**config.mk**
```make
export PLATFORM = sky130hd
export DESIGN_NAME = tsoc_tx_out
export DESIGN_NICKNAME = d
export VERILOG_FILES = /design/src/hw/tsoc_pkg.sv /design/src/hw/tsoc_tx_out.sv
export VERILOG_INCLUDE_DIRS = /design/src /design/src/hw
export SDC_FILE = /design/constraint.sdc
export NUM_CORES = 1
export LEC_CHECK = 0
export ABC_AREA = 1
export BUFFER_PORTS_ARGS = -buffer_cell sky130_fd_sc_hd__buf_2
export CAP_MARGIN = 0
export CORE_AREA = 2 2 182 184
export DETAILED_ROUTE_END_ITERATION = 7
export DIE_AREA = 0 0 184 186
export PLACE_DENSITY = 0.51
export SLEW_MARGIN = 20
export SYNTH_ARGS = -nofsm -noshare
export SYNTH_HDL_FRONTEND = slang
export SYNTH_SLANG_ARGS = --single-unit
```
**constraint.sdc**
```tcl
create_clock -name core_clk_i -period 1.64 [get_ports core_clk_i]
set_input_delay 0.328 -clock core_clk_i [delete_from_list [all_inputs] [get_ports core_clk_i]]
set_output_delay 0.328 -clock core_clk_i [all_outputs]
set_load 0.03 [all_outputs]
```
**src/hw/tsoc_cfg.svh**
```systemverilog
// Offsets, field positions, reset values and timing counts of the output stage.
`ifndef TSOC_CFG_SVH
`define TSOC_CFG_SVH
// ----------------------------------------
// Register offsets
// ----------------------------------------
`define TSOC_OFS_RATE    4'h0
`define TSOC_OFS_CTRL    4'h4
`define TSOC_OFS_STAT    4'h8
// ----------------------------------------
// Fields and reset values
// ----------------------------------------
`define TSOC_CTRL_STANDBY 0
`define TSOC_CTRL_IND     1
`define TSOC_RATE_RST    24'h000000
`define TSOC_CTRL_RST    5'h00
`define TSOC_RATE_W      3
`define TSOC_HIZ_MODE    3'h7
// ----------------------------------------
// Timing
// ----------------------------------------
`define TSOC_CLK_NS      8
`define TSOC_RST_MIN_NS  20
`define TSOC_RST_CYC     ((`TSOC_RST_MIN_NS + `TSOC_CLK_NS - 1) / `TSOC_CLK_NS)
`define TSOC_DIV_W       4
`endif

```
**src/hw/tsoc_pkg.sv**
```systemverilog
// Types shared by the transmit stream output stage.
package tsoc_pkg;
	typedef enum logic [2:0] {
		TSOC_R2M  = 3'h0,
		TSOC_R4M  = 3'h1,
		TSOC_R8M  = 3'h2,
		TSOC_R16M = 3'h3,
		TSOC_R32M = 3'h4
	} tsoc_rate_t;
	typedef enum logic {
		TSOC_BUS_IDLE = 1'b0,
		TSOC_BUS_ANS  = 1'b1
	} tsoc_bus_t;
endpackage

```
**src/hw/tsoc_tx_out.sv**
```systemverilog
// Transmit stream output stage with rate select and enable indication.
//
// Register access over Avalon-MM and the register addresses were chosen for this implementation.
`timescale 1ns/1ns
`default_nettype none
// Offsets, field positions and counts come from the shared header.
`include "tsoc_cfg.svh"
module tsoc_tx_out
	import tsoc_pkg::*;
#(
	parameter int NUM_GRP = 8
)(
	input  wire logic                 core_clk_i,
	input  wire logic                 sys_rst_i,
	input  wire logic [3:0]           avs_address_i,
	input  wire logic                 avs_read_i,
	input  wire logic                 avs_write_i,
	input  wire logic [31:0]          avs_writedata_i,
	input  wire logic [3:0]           avs_byteenable_i,
	output logic      [31:0]          avs_readdata_o,
	output logic                      avs_waitrequest_o,
	input  wire logic                 output_drive_enable_pin_i,
	input  wire logic [NUM_GRP*8-1:0] tx_data_i,
	input  wire logic [NUM_GRP*24-1:0] channel_mode_field_i,
	output logic      [NUM_GRP*8-1:0] tx_data_o,
	output logic      [NUM_GRP*8-1:0] tx_oe_o
);
	localparam int NS = NUM_GRP * 8;
	localparam int NP = NUM_GRP / 2;
	localparam int RW = NUM_GRP * `TSOC_RATE_W;

	// ----------------------------------------
	// Elaboration check
	// ----------------------------------------
	// Pairs of groups and the 32-bit rate word limit the group count.
	if (NUM_GRP != 2 && NUM_GRP != 4 && NUM_GRP != 8) begin : g_bad
		$error("NUM_GRP must be 2, 4 or 8.");
	end

	// ----------------------------------------
	// Functions
	// ----------------------------------------
	// Clocks per bit minus one, as a mask over the bit divider.
	function automatic logic [`TSOC_DIV_W-1:0] rate_mask(input logic [2:0] code);
		case (code)
			TSOC_R2M:  rate_mask = 4'hf;
			TSOC_R4M:  rate_mask = 4'h7;
			TSOC_R8M:  rate_mask = 4'h3;
			TSOC_R16M: rate_mask = 4'h1;
			default:   rate_mask = 4'h0;
		endcase
	endfunction

	// Codes above the top rate are not served and keep the group floating unless it carries indication pins.
	function automatic logic rate_ok(input logic [2:0] code);
		rate_ok = (code <= TSOC_R32M);
	endfunction

	function automatic logic [31:0] be_merge(input logic [31:0] old,
		input logic [31:0] wd, input logic [3:0] be);
		logic [31:0] r;
		r = old;
		for (int b = 0; b < 4; b++) begin
			if (be[b]) begin
				r[b*8 +: 8] = wd[b*8 +: 8];
			end
		end
		be_merge = r;
	endfunction

	// ----------------------------------------
	// Registers and bus slave
	// ----------------------------------------
	logic [RW-1:0]         rate_ff;
	logic [4:0]            ctrl_ff;
	tsoc_bus_t             bus_ff;
	logic [31:0]           avs_readdata_ff;
	logic [`TSOC_DIV_W-1:0] div_cnt_ff;
	logic [NS-1:0]         tx_data_ff;
	logic [NS-1:0]         tx_oe_ff;
	logic [NS-1:0]         nxt_tx_data;
	logic [NS-1:0]         nxt_tx_oe;
	logic [NS-1:0]         stream_oe;
	logic [NUM_GRP-1:0]    bit_stb;
	logic [NUM_GRP-1:0]    grp_unavail;
	logic [NUM_GRP-1:0]    grp_drive;
	logic [NP-1:0]         ind_sel;
	logic [NP-1:0]         pair_unavail;
	// Waitrequest sits in its own flop so the pin comes straight from a register.
	logic                  avs_wait_ff;

	wire        bus_req  = avs_read_i | avs_write_i;
	wire        bus_take = bus_req & (bus_ff == TSOC_BUS_ANS);
	wire        hit_rate = (avs_address_i == `TSOC_OFS_RATE);
	wire        hit_ctrl = (avs_address_i == `TSOC_OFS_CTRL);
	wire        hit_stat = (avs_address_i == `TSOC_OFS_STAT);
	wire        output_standby_bit = ctrl_ff[`TSOC_CTRL_STANDBY];
	wire        drive_on = output_drive_enable_pin_i | output_standby_bit;
	wire [31:0] rate_word = 32'(rate_ff);
	wire [31:0] ctrl_word = {27'h0, ctrl_ff};
	wire [31:0] stat_word = {16'h0, 8'(grp_drive), 4'(ind_sel), 4'(pair_unavail)};
	wire [31:0] rd_mux = hit_rate ? rate_word :
		hit_ctrl ? ctrl_word : hit_stat ? stat_word : 32'h0;
	wire [31:0] rate_wr = be_merge(rate_word, avs_writedata_i, avs_byteenable_i);
	wire [31:0] ctrl_wr = be_merge(ctrl_word, avs_writedata_i, avs_byteenable_i);
	wire        wr_rate = bus_take & avs_write_i & hit_rate;
	wire        wr_ctrl = bus_take & avs_write_i & hit_ctrl;
	wire        rd_take = (bus_ff == TSOC_BUS_IDLE) & avs_read_i;

	assign ind_sel = ctrl_ff[`TSOC_CTRL_IND +: NP];

	// ----------------------------------------
	// Status word
	// ----------------------------------------
	// Only odd groups can be lost, so status keeps one bit per pair.
	for (genvar p = 0; p < NP; p++) begin : g_pair
		assign pair_unavail[p] = grp_unavail[2*p+1];
	end

	// One cycle of wait, then the answer stands for the single accepting edge.
	always_ff @(posedge core_clk_i) begin
		if (sys_rst_i) begin
			bus_ff <= TSOC_BUS_IDLE;
			avs_wait_ff <= 1'b1;
		end else if (bus_take) begin
			bus_ff <= TSOC_BUS_IDLE;
			avs_wait_ff <= 1'b1;
		end else if (bus_req) begin
			bus_ff <= TSOC_BUS_ANS;
			avs_wait_ff <= 1'b0;
		end
	end

	always_ff @(posedge core_clk_i) begin
		if (sys_rst_i) begin
			rate_ff <= `TSOC_RATE_RST;
			ctrl_ff <= `TSOC_CTRL_RST;
		end else begin
			if (wr_rate) begin
				rate_ff <= rate_wr[RW-1:0];
			end
			if (wr_ctrl) begin
				ctrl_ff <= ctrl_wr[4:0];
			end
		end
	end

	always_ff @(posedge core_clk_i) begin
		if (sys_rst_i) begin
			avs_readdata_ff <= 32'h0;
		end else if (rd_take) begin
			avs_readdata_ff <= rd_mux;
		end else begin
			avs_readdata_ff <= 32'h0;
		end
	end

	// ----------------------------------------
	// Bit divider
	// ----------------------------------------
	// One shared divider keeps all groups bit-aligned to the frame.
	always_ff @(posedge core_clk_i) begin
		if (sys_rst_i) begin
			div_cnt_ff <= '0;
		end else begin
			div_cnt_ff <= div_cnt_ff + 4'h1;
		end
	end

	// ----------------------------------------
	// Per-group and per-stream output logic
	// ----------------------------------------
	for (genvar g = 0; g < NUM_GRP; g++) begin : g_grp
		wire [2:0] code = rate_ff[g*3 +: 3];
		assign bit_stb[g] = ((div_cnt_ff & rate_mask(code)) == 4'h0);
		if (g % 2 == 1) begin : g_odd
			assign grp_unavail[g] = (rate_ff[(g-1)*3 +: 3] == TSOC_R32M);
		end else begin : g_even
			assign grp_unavail[g] = 1'b0;
		end
		assign grp_drive[g] = |stream_oe[g*8 +: 8];
		for (genvar c = 0; c < 8; c++) begin : g_str
			localparam int S = g * 8 + c;
			wire hiz = (channel_mode_field_i[S*3 +: 3] == `TSOC_HIZ_MODE);
			// Whole group shares rate, unavailability and validity.
			assign stream_oe[S] = drive_on & ~hiz & ~grp_unavail[g] & rate_ok(code);
			if (g % 2 == 1) begin : g_share
				wire ind = ind_sel[g/2];
				// Indication pins stay driven; they report whether the paired stream is driven.
				assign nxt_tx_oe[S] = ind | stream_oe[S];
				assign nxt_tx_data[S] = ind ? stream_oe[S-8] :
					bit_stb[g] ? tx_data_i[S] : tx_data_ff[S];
			end else begin : g_plain
				assign nxt_tx_oe[S] = stream_oe[S];
				assign nxt_tx_data[S] = bit_stb[g] ? tx_data_i[S] : tx_data_ff[S];
			end
		end
	end

	always_ff @(posedge core_clk_i) begin
		if (sys_rst_i) begin
			tx_data_ff <= '0;
			tx_oe_ff <= '0;
		end else begin
			tx_data_ff <= nxt_tx_data;
			tx_oe_ff <= nxt_tx_oe;
		end
	end

	assign tx_data_o = tx_data_ff;
	assign tx_oe_o = tx_oe_ff;
	assign avs_readdata_o = avs_readdata_ff;
	assign avs_waitrequest_o = avs_wait_ff;
endmodule
`default_nettype wire

```
==> results of run 1 <==
## kinds of logic after synthesis
family / Yosys count
compound gates: 224
xor+xnor: 1
fa+ha+maj: 1
buf+inv: 108
flops: 187
other cells: 1
simple gates: 526
## sequential cells by signal, indices dropped and copies added, names as in the netlist
register / flops
avs_waitrequest_o: 1
rate_ff: 24
div_cnt_ff: 4
tx_data_o: 64
ctrl_ff: 5
bus_ff: 1
tx_oe_o: 64
avs_readdata_o: 24
## cells in the mapped netlist, types with 6 or more instances
cell,instances,area (um^2)
clkbuf_1,22,82.6
o211ai_1,8,60.1
nand4_1,10,62.6
nand2_2,6,37.5
a21oi_1,73,365
inv_1,58,218
nor2_1,240,901
buf_4,10,75.1
nand3_1,60,300
o21ai_1,14,70.1
buf_2,6,30.0
nand2_1,196,736
dfxtp_1,187,3740
o21ai_0,118,591
nor2_4,8,90.1
## metal layers
| layer | up-vias | GRT usage | share of wire | wire length [um] |
|---|---|---|---|---|
| li1 | 4339 | - | - | - |
| met1 | 3803 | 0.201 | 0.43 | 12800 |
| met2 | 289 | 0.297 | 0.49 | 14700 |
| met3 | 21 | 0.0401 | 0.062 | 1840 |
| met4 | 0 | 0.0576 | 0.015 | 438 |
| met5 | - | 0 | 0 | 0 |
## worst max path at each step
stage | startpoint | to | slack, ns | cells past startpoint
after floorplan | avs_address_i[1] | rate_ff[21] | 0.40 | 7
after global placement | rate_ff[7] | tx_data_o[23] | 0.03 | 8
after detailed placement | div_cnt_ff[1] | tx_data_o[7] | 0.01 | 7
after CTS | div_cnt_ff[1] | tx_data_o[7] | 0.005 | 7
after global routing | rate_ff[6] | tx_data_o[23] | -0.02 | 8
final | div_cnt_ff[1] | tx_data_o[16] | 0.13 | 8
## stage by stage
step,hold WS (ns),area (um^2),util
after global routing,0.0887,11200,0.347
final,0.102,11200,0.347
after detailed placement,0.451,10500,0.325
after floorplan,0.453,7620,-
after CTS,0.0787,11100,0.344
after global placement,0.446,10500,0.325
## power groups by stage
stage               clock (mW)  combinational, mW  sequential (mW)
floorplan                    0              0.814             5.79
global placement             0               2.52             5.13
detailed placement           0               2.53             5.13
CTS                       4.45               2.54             5.03
global route              4.62               2.80             5.07
finish                    4.30               2.55             5.03
## final cells by class
cell class | count | area, um^2 | area share
Tap cell | 408 | 510 | 0.0456
Antenna cell | 6 | 15.0 | 0.00134
Sequential cell | 187 | 3750 | 0.335
Timing Repair Buffer | 487 | 2600 | 0.233
Multi-Input combinational cell | 760 | 3440 | 0.308
Clock buffer | 17 | 425 | 0.0380
Inverter | 67 | 262 | 0.0234
Clock inverter | 15 | 175 | 0.0157
## critical path, cell delays in order, from the launching register on
cell and delay (ns):
dfxtp_4 0.37, buf_12 0.14, a21oi_2 0.12, o211ai_1 0.11, nand2_1 0.10, buf_6 0.14, clkinvlp_4 0.21, nor2_1 0.16
nor2_1 0.05
## what timing repair did
| item | in CTS | in global routing |
|---|---|---|
| gates resized for setup | 0 | 22 |
| setup endpoints to repair | 0 | 54 |
| buffers inserted | 0 | 3 |
==> metrics.txt, run 1 <==
fraction of the mapped netlist area in compound gates=0.155; CP Capture Type=flop; Clock transition at path regs=0.08 ns; vias in the first global route=8085; post-synthesis sequential area ratio=0.493; async set or reset register ratio after synthesis=0; final setup violating endpoints=0; antenna viol nets, final=0; DR iter-0 viols=297; placed instance count=1906; Max Buffers Root-to-Sink=2; H-Tree Depth=4; gr usage total=0.169; Synth Flop Type=dfxtp_1; most frequent cells in the layout=buf_2, nor2_1, nand2_1; fraction of the mapped netlist area in simple logic gates=0.287; Ys Warns=0; commonest non-fill, non-tap cell in the layout=buf_2; Tcrit/Tclk final=0.922; measured slew at the worst slew-check pin=0.501 ns; RSZ-0062 raised after global routing=yes; via count=8452; Worst Clk Skew=0.0128 ns; PnR worst setup slack=0.128 ns; Boundary Pins=462; hold_buf cts=0; Synth Cell Area=7590 um^2; Yosys reg bits=187; height of the die=186 um; data arrival time of the worst path=1.85 ns; global-route wire length before repair=43.6 mm; maxcap violations=0; Synth Area in Adders=0.00165; worst relative slew slack=0.664; EDFF count, synth=0; clk sink count=187; internal power=7.93 mW; post-DR wirelength/cell=15.3 um; P_sw=3.95 mW; nets@finish=1822; count of different cell masters after synthesis=30; worst hold path class=in2reg; status=finished, final reports clean; Avg Cell Area, Syn=7.24 um^2; Total Wirelength=29.7 mm; power share of the sequential group=0.423; Hold Path End=tx_data_o[55]; clk_lat worst skew=0.45 ns; r2r endpoint=tx_data_o[16]; Layout Cells excl Fill=1947; P&R area growth vs syn=47.3%; Die Area=34200 um^2; Pwr Density=1060 nW/um^2; Comb pwr share=0.214; IO Port Bufs=444; final hold vios=0; TritonCTS clock tree=yes; clock share of power=0.362; DR DRC count=0; DP Wirelength=23.3 mm; pre-CTS setup slack=0.0138 ns; Tmin final=1.51 ns; CP startpoint kind=flop; main combinational cell family by area after synthesis=simple AND/OR/NAND/NOR gates; share of cells above drive strength 1=0.369; worst hold path cell count=3; total grt overflow=0; FF-to-FF Start=div_cnt_ff[1]; DR vias/cell=4.34; Initial Utilization=0.236; worst r2r path cells=8; setup_tns=0 ns; Leak=5.71 nW; largest net degree at the start of global routing=95; fill count=3525; Die Wd=184 um; CP required=1.98 ns; Pins Over Slew Limit=0; switch share=0.332; xor/xnor share of the synthesized area=0.00115; Mapped Cells=1048; mux cell area share after synthesis=0; CP max FO=8; antenna violations before repair=5; Peak VDD IR=0.000633 V; CTS buffer count=17; DRT Pass-1 Iters=4; routability congestion estimate=0.809; WS Path Type=reg2reg; total core area=32200 um^2; Design Power=11.9 mW; R2R Setup Slk=0.13 ns; root buffer cell=clkbuf_16; fmax=661 MHz; hold path start=tx_data_i[55]; Rows=66
Power figures use the tool's default switching activity.
==> inputs of run 2 (changes only) <==
--- a/config.mk
+++ b/config.mk
@@ -7,7 +7,7 @@
 export NUM_CORES = 1
 export LEC_CHECK = 0
 export ABC_AREA = 1
-export BUFFER_PORTS_ARGS = -buffer_cell sky130_fd_sc_hd__buf_2
+export BUFFER_PORTS_ARGS = -buffer_cell sky130_fd_sc_hd__clkbuf_2
 export CAP_MARGIN = 0
 export CORE_AREA = 2 2 182 184
 export DETAILED_ROUTE_END_ITERATION = 7
==> constraint.sdc (replaced) <==
create_clock -name core_clk_i -period 1.71 [get_ports core_clk_i]
set_input_delay 0.342 -clock core_clk_i [delete_from_list [all_inputs] [get_ports core_clk_i]]
set_output_delay 0.342 -clock core_clk_i [all_outputs]
set_load 0.03 [all_outputs]
==> metrics.txt, run 2 (synthesis gave the netlist of run 1 again) <==
Max Buffers Root-to-Sink=2; clk sink count=187; fmax=631 MHz; DP Wirelength=23.4 mm; final setup violating endpoints=0; Final Util=0.341; commonest non-fill, non-tap cell in the layout=clkbuf_2; routability congestion estimate=0.795; WS Path Type=reg2reg; maxcap violations=0; CP Capture Type=flop; data arrival time of the worst path=1.92 ns; Design Power=11.2 mW; height of the die=186 um; antenna viol nets, final=0; CP startpoint kind=flop; H-Tree Depth=4; TritonCTS clock tree=yes; Rows=66; placed inst area=10300 um^2; Tcrit/Tclk final=0.926; Die Area=34200 um^2; antenna violations before repair=1; IO Port Bufs=444; Leak=5.60 nW; status=finished, final reports clean; Cell Chain, Critical Path=nor2_8 > buf_4 > nor2_4 > buf_12 > nand2_1 > nand2_1 > nor2_1 > nand2_1 > nand2_1 > nand2_1; final hold vios=0; CP max FO=5; Clock transition at path regs=0.08 ns; DR vias/cell=4.34; Worst Clk Skew=0.0120 ns; DR iter-0 viols=392; vias in the first global route=7952; final instance area=11000 um^2; fill count=3543; nets@finish=1805; setup_tns=0 ns; Tmin final=1.58 ns; P&R area growth vs syn=44.6%; via count=8355; global-route wire length before repair=43.2 mm; most frequent cells in the layout=clkbuf_2, nor2_1, nand2_1; gr usage total=0.168; share of cells above drive strength 1=0.357; RSZ-0062 raised after global routing=no; Total Wirelength=29.4 mm; Die Wd=184 um; DRT Pass-1 Iters=5; largest net degree at the start of global routing=95; Initial Utilization=0.236; Pins Over Slew Limit=0; total grt overflow=0; Peak VDD IR=0.000625 V; measured slew at the worst slew-check pin=0.502 ns; Pwr Density=1020 nW/um^2; CP most frequent cell=nand2_1; CP required=2.05 ns; Boundary Pins=462; total core area=32200 um^2; hold_buf cts=0; post-DR wirelength/cell=15.3 um; clk_lat worst skew=0.45 ns; DR DRC count=0; CP max stage delay=0.36 ns; worst relative slew slack=0.663; slowest CP cell=dfxtp_2; worst hold path class=in2reg; root buffer cell=clkbuf_16; CTS buffer count=17
run 2: changes by cell type in the layout (fill, tap and decap cells not counted), sizes merged:
cell    previous run  this run
clkinv            10         8
diode              6         1
buf              487        27
inv               69        70
clkbuf            17       461
run 2: cell type report:
cell class | count | area [um^2] | share of cell area
multi-input cells | 760 | 3420 | 0.312
diodes | 1 | 2.50 | 0.000228
well taps | 408 | 510 | 0.0465
repair buffers | 470 | 2450 | 0.224
clock inverters | 14 | 153 | 0.0139
clock buffers | 18 | 439 | 0.0400
inverters | 67 | 254 | 0.0231
flip-flops and latches | 187 | 3750 | 0.341
run 2: per-layer routing:
metal,vias to the layer above,part of all wire,GRT usage
met5,-,0,0
li1,4302,-,-
met4,0,0.0083,0.0371
met1,3738,0.43,0.197
met2,302,0.50,0.301
met3,13,0.068,0.0493
run 2: report_power, final:
part / leakage [nW] / internal, mW / total, mW / switching [mW]
clock network: 0.286 / 2.11 / 4.05 / 1.94
registers: 1.54 / 4.68 / 4.84 / 0.152
logic: 3.77 / 0.766 / 2.36 / 1.59
total: 5.60 / 7.56 / 11.2 / 3.68
run 2: through the flow:
step / worst slack, ns / std cells / hold WS, ns
floorplan: 0.455 / 1055 / 0.453
global placement: 0.0681 / 1891 / 0.448
detailed placement: 0.0285 / 1891 / 0.454
CTS: 0.0579 / 1923 / 0.0949
global route: 0.0134 / 1924 / 0.103
finish: 0.126 / 1925 / 0.120
run 2: critical path: cells and delay by family, from the launching register on:
family        cells  cell delay (ns)
buf+inv           2             0.36
flops             1             0.36
simple gates      8             0.75
run 2: worst paths after layout:
path                        endpoint               from  slack (ns)  cells past startpoint
setup / recovery  avs_readdata_o[12]         ctrl_ff[0]        0.13                     10
hold / removal         tx_data_o[49]      tx_data_i[49]        0.12                      3
setup reg to reg  avs_readdata_o[12]         ctrl_ff[0]        0.13                     10
hold reg to reg    avs_waitrequest_o  avs_waitrequest_o        0.47                      2
run 2: timing repair:
action | 4_1_cts | 5_1_grt
resized for setup | 1 | 10
cloned | 0 | 0
setup buffers | 0 | 1
endpoints found under the setup margin | 1 | 46
pin swaps | 0 | 1
==> inputs of run 3 (changes only) <==
==> constraint.sdc (replaced) <==
create_clock -name core_clk_i -period 1.71 [get_ports core_clk_i]
set_input_delay 0.171 -clock core_clk_i [delete_from_list [all_inputs] [get_ports core_clk_i]]
set_output_delay 0.171 -clock core_clk_i [all_outputs]
set_load 0.03 [all_outputs]
==> metrics.txt, run 3 (synthesis gave the netlist of run 1 again) <==
antenna cells=0; measured slew at the worst slew-check pin=0.543 ns; placed inst area=10300 um^2; Die Area=34200 um^2; height of the die=186 um; CTS buffer count=17; share of cells above drive strength 1=0.342; Die Wd=184 um; CP most frequent cell=nor2_1; CP max FO=9; gr usage total=0.172; Pins Over Slew Limit=0; commonest non-fill, non-tap cell in the layout=clkbuf_2; Worst Path Buf+Inv=2; crit path capture=tx_data_o[14]; postcts setup bufs=0; DRT Pass-1 Iters=5; Tmin final=1.55 ns; final hold vios=0; CP startpoint=div_cnt_ff[1]; total core area=32200 um^2; CP max stage delay=0.45 ns; clk_lat worst skew=0.44 ns; CP Depth=7; Pwr Density=1030 nW/um^2; data arrival time of the worst path=1.92 ns; maxcap violations=0; final setup violating endpoints=0; IO Port Bufs=444; Peak VDD IR=0.000628 V; clk sink count=187; DP Wirelength=23.6 mm; Clock transition at path regs=0.08 ns; Max Buffers Root-to-Sink=2; vias in the first global route=8310; r2r endpoint=tx_data_o[14]; setup_tns=0 ns; DR iter-0 viols=293; Tcrit/Tclk final=0.904; fill count=3519; nets@finish=1834; CP Capture Type=flop; CP required=2.08 ns; CP startpoint kind=flop; Leak=5.75 nW; total grt overflow=0; fmax=647 MHz; FF-to-FF Start=div_cnt_ff[1]; slowest CP cell=dfxtp_1; Boundary Pins=462; Design Power=11.7 mW; global-route wire length before repair=44.9 mm; P&R area growth vs syn=49.3%; H-Tree Depth=4; DR DRC count=0; R2R Setup Slk=0.16 ns; DR vias/cell=4.40; Worst Clk Skew=0.0110 ns; status=finished, final reports clean; Initial Utilization=0.236; Rows=66; worst relative slew slack=0.636; worst r2r path cells=7; antenna violations before repair=0; root buffer cell=clkbuf_16; TritonCTS clock tree=yes; Final Hold Slack=0.0178 ns; via count=8591; post-DR wirelength/cell=15.5 um; final instance area=11300 um^2; worst hold path class=in2reg; largest net degree at the start of global routing=95; RSZ-0062 raised after global routing=no; most frequent cells in the layout=clkbuf_2, nor2_1, nand2_1; antenna viol nets, final=0; routability congestion estimate=0.811; Total Wirelength=30.2 mm; Top delay family on crit path=buffers and inverters; WS Path Type=reg2reg; Cell Chain, Critical Path=buf_4 > a21oi_1 > o211ai_1 > nand2_2 > inv_1 > nor2_1 > nor2_1
run 3: cell count changes in the layout (fill, tap and decap cells not counted), sizes merged:
cell	before	now
inv	70	69
bufinv	1	4
clkinv	8	7
clkbuf	461	460
diode	1	0
buf	27	19
dlygate4sd3	0	37
run 3: timing repair:
item,in CTS,in global routing
setup endpoints to repair,0,29
endpoints found under the hold margin,37,0
hold buffers,37,0
resized for setup,0,6
run 3: metal layers:
layer | GRT usage | up-vias | wire (um)
met1 | 0.204 | 3907 | 12900
met2 | 0.316 | 309 | 15200
li1 | - | 4360 | -
met4 | 0.0394 | 0 | 251
met3 | 0.0383 | 15 | 1890
met5 | 0 | - | 0
run 3: worst min-delay path: cells and delay by family:
family,cells,cell delay [ns]
compound gates,2,0.17
buf+inv,1,0.07
run 3: report_power, final:
| part | switching [mW] | internal, mW |
|---|---|---|
| sequential | 0.161 | 4.68 |
| combinational | 1.60 | 0.805 |
| clock | 1.95 | 2.52 |
| total | 3.71 | 8.01 |
run 3: how the worst min path moves through the flow:
stage,startpoint,endpoint,cells past startpoint
floorplan,tx_data_i[0],tx_data_o[0],2
global placement,tx_data_i[35],tx_data_o[35],3
detailed placement,tx_data_i[19],tx_data_o[19],3
CTS,avs_read_i,avs_waitrequest_o,4
global route,avs_read_i,avs_waitrequest_o,4
finish,avs_writedata_i[8],rate_ff[8],3
run 3: area by class of cell:
cell class / instances / area, um^2 / area share
multi-input cells: 760 / 3420 / 0.302
flip-flops and latches: 187 / 3740 / 0.330
repair buffers: 499 / 2750 / 0.243
clock inverters: 15 / 231 / 0.0204
inverters: 67 / 254 / 0.0224
clock buffers: 17 / 425 / 0.0375
well taps: 408 / 510 / 0.0450
run 3: stage by stage:
step / setup WS (ns) / std cells / utilization
4_1_cts: 0.0861 / 1953 / 0.352
3_5_place_dp: 0.0914 / 1884 / 0.320
2_1_floorplan: 0.494 / 1055 / -
6_report: 0.164 / 1953 / 0.352
3_3_place_gp: 0.135 / 1884 / 0.320
5_1_grt: 0.00262 / 1953 / 0.352
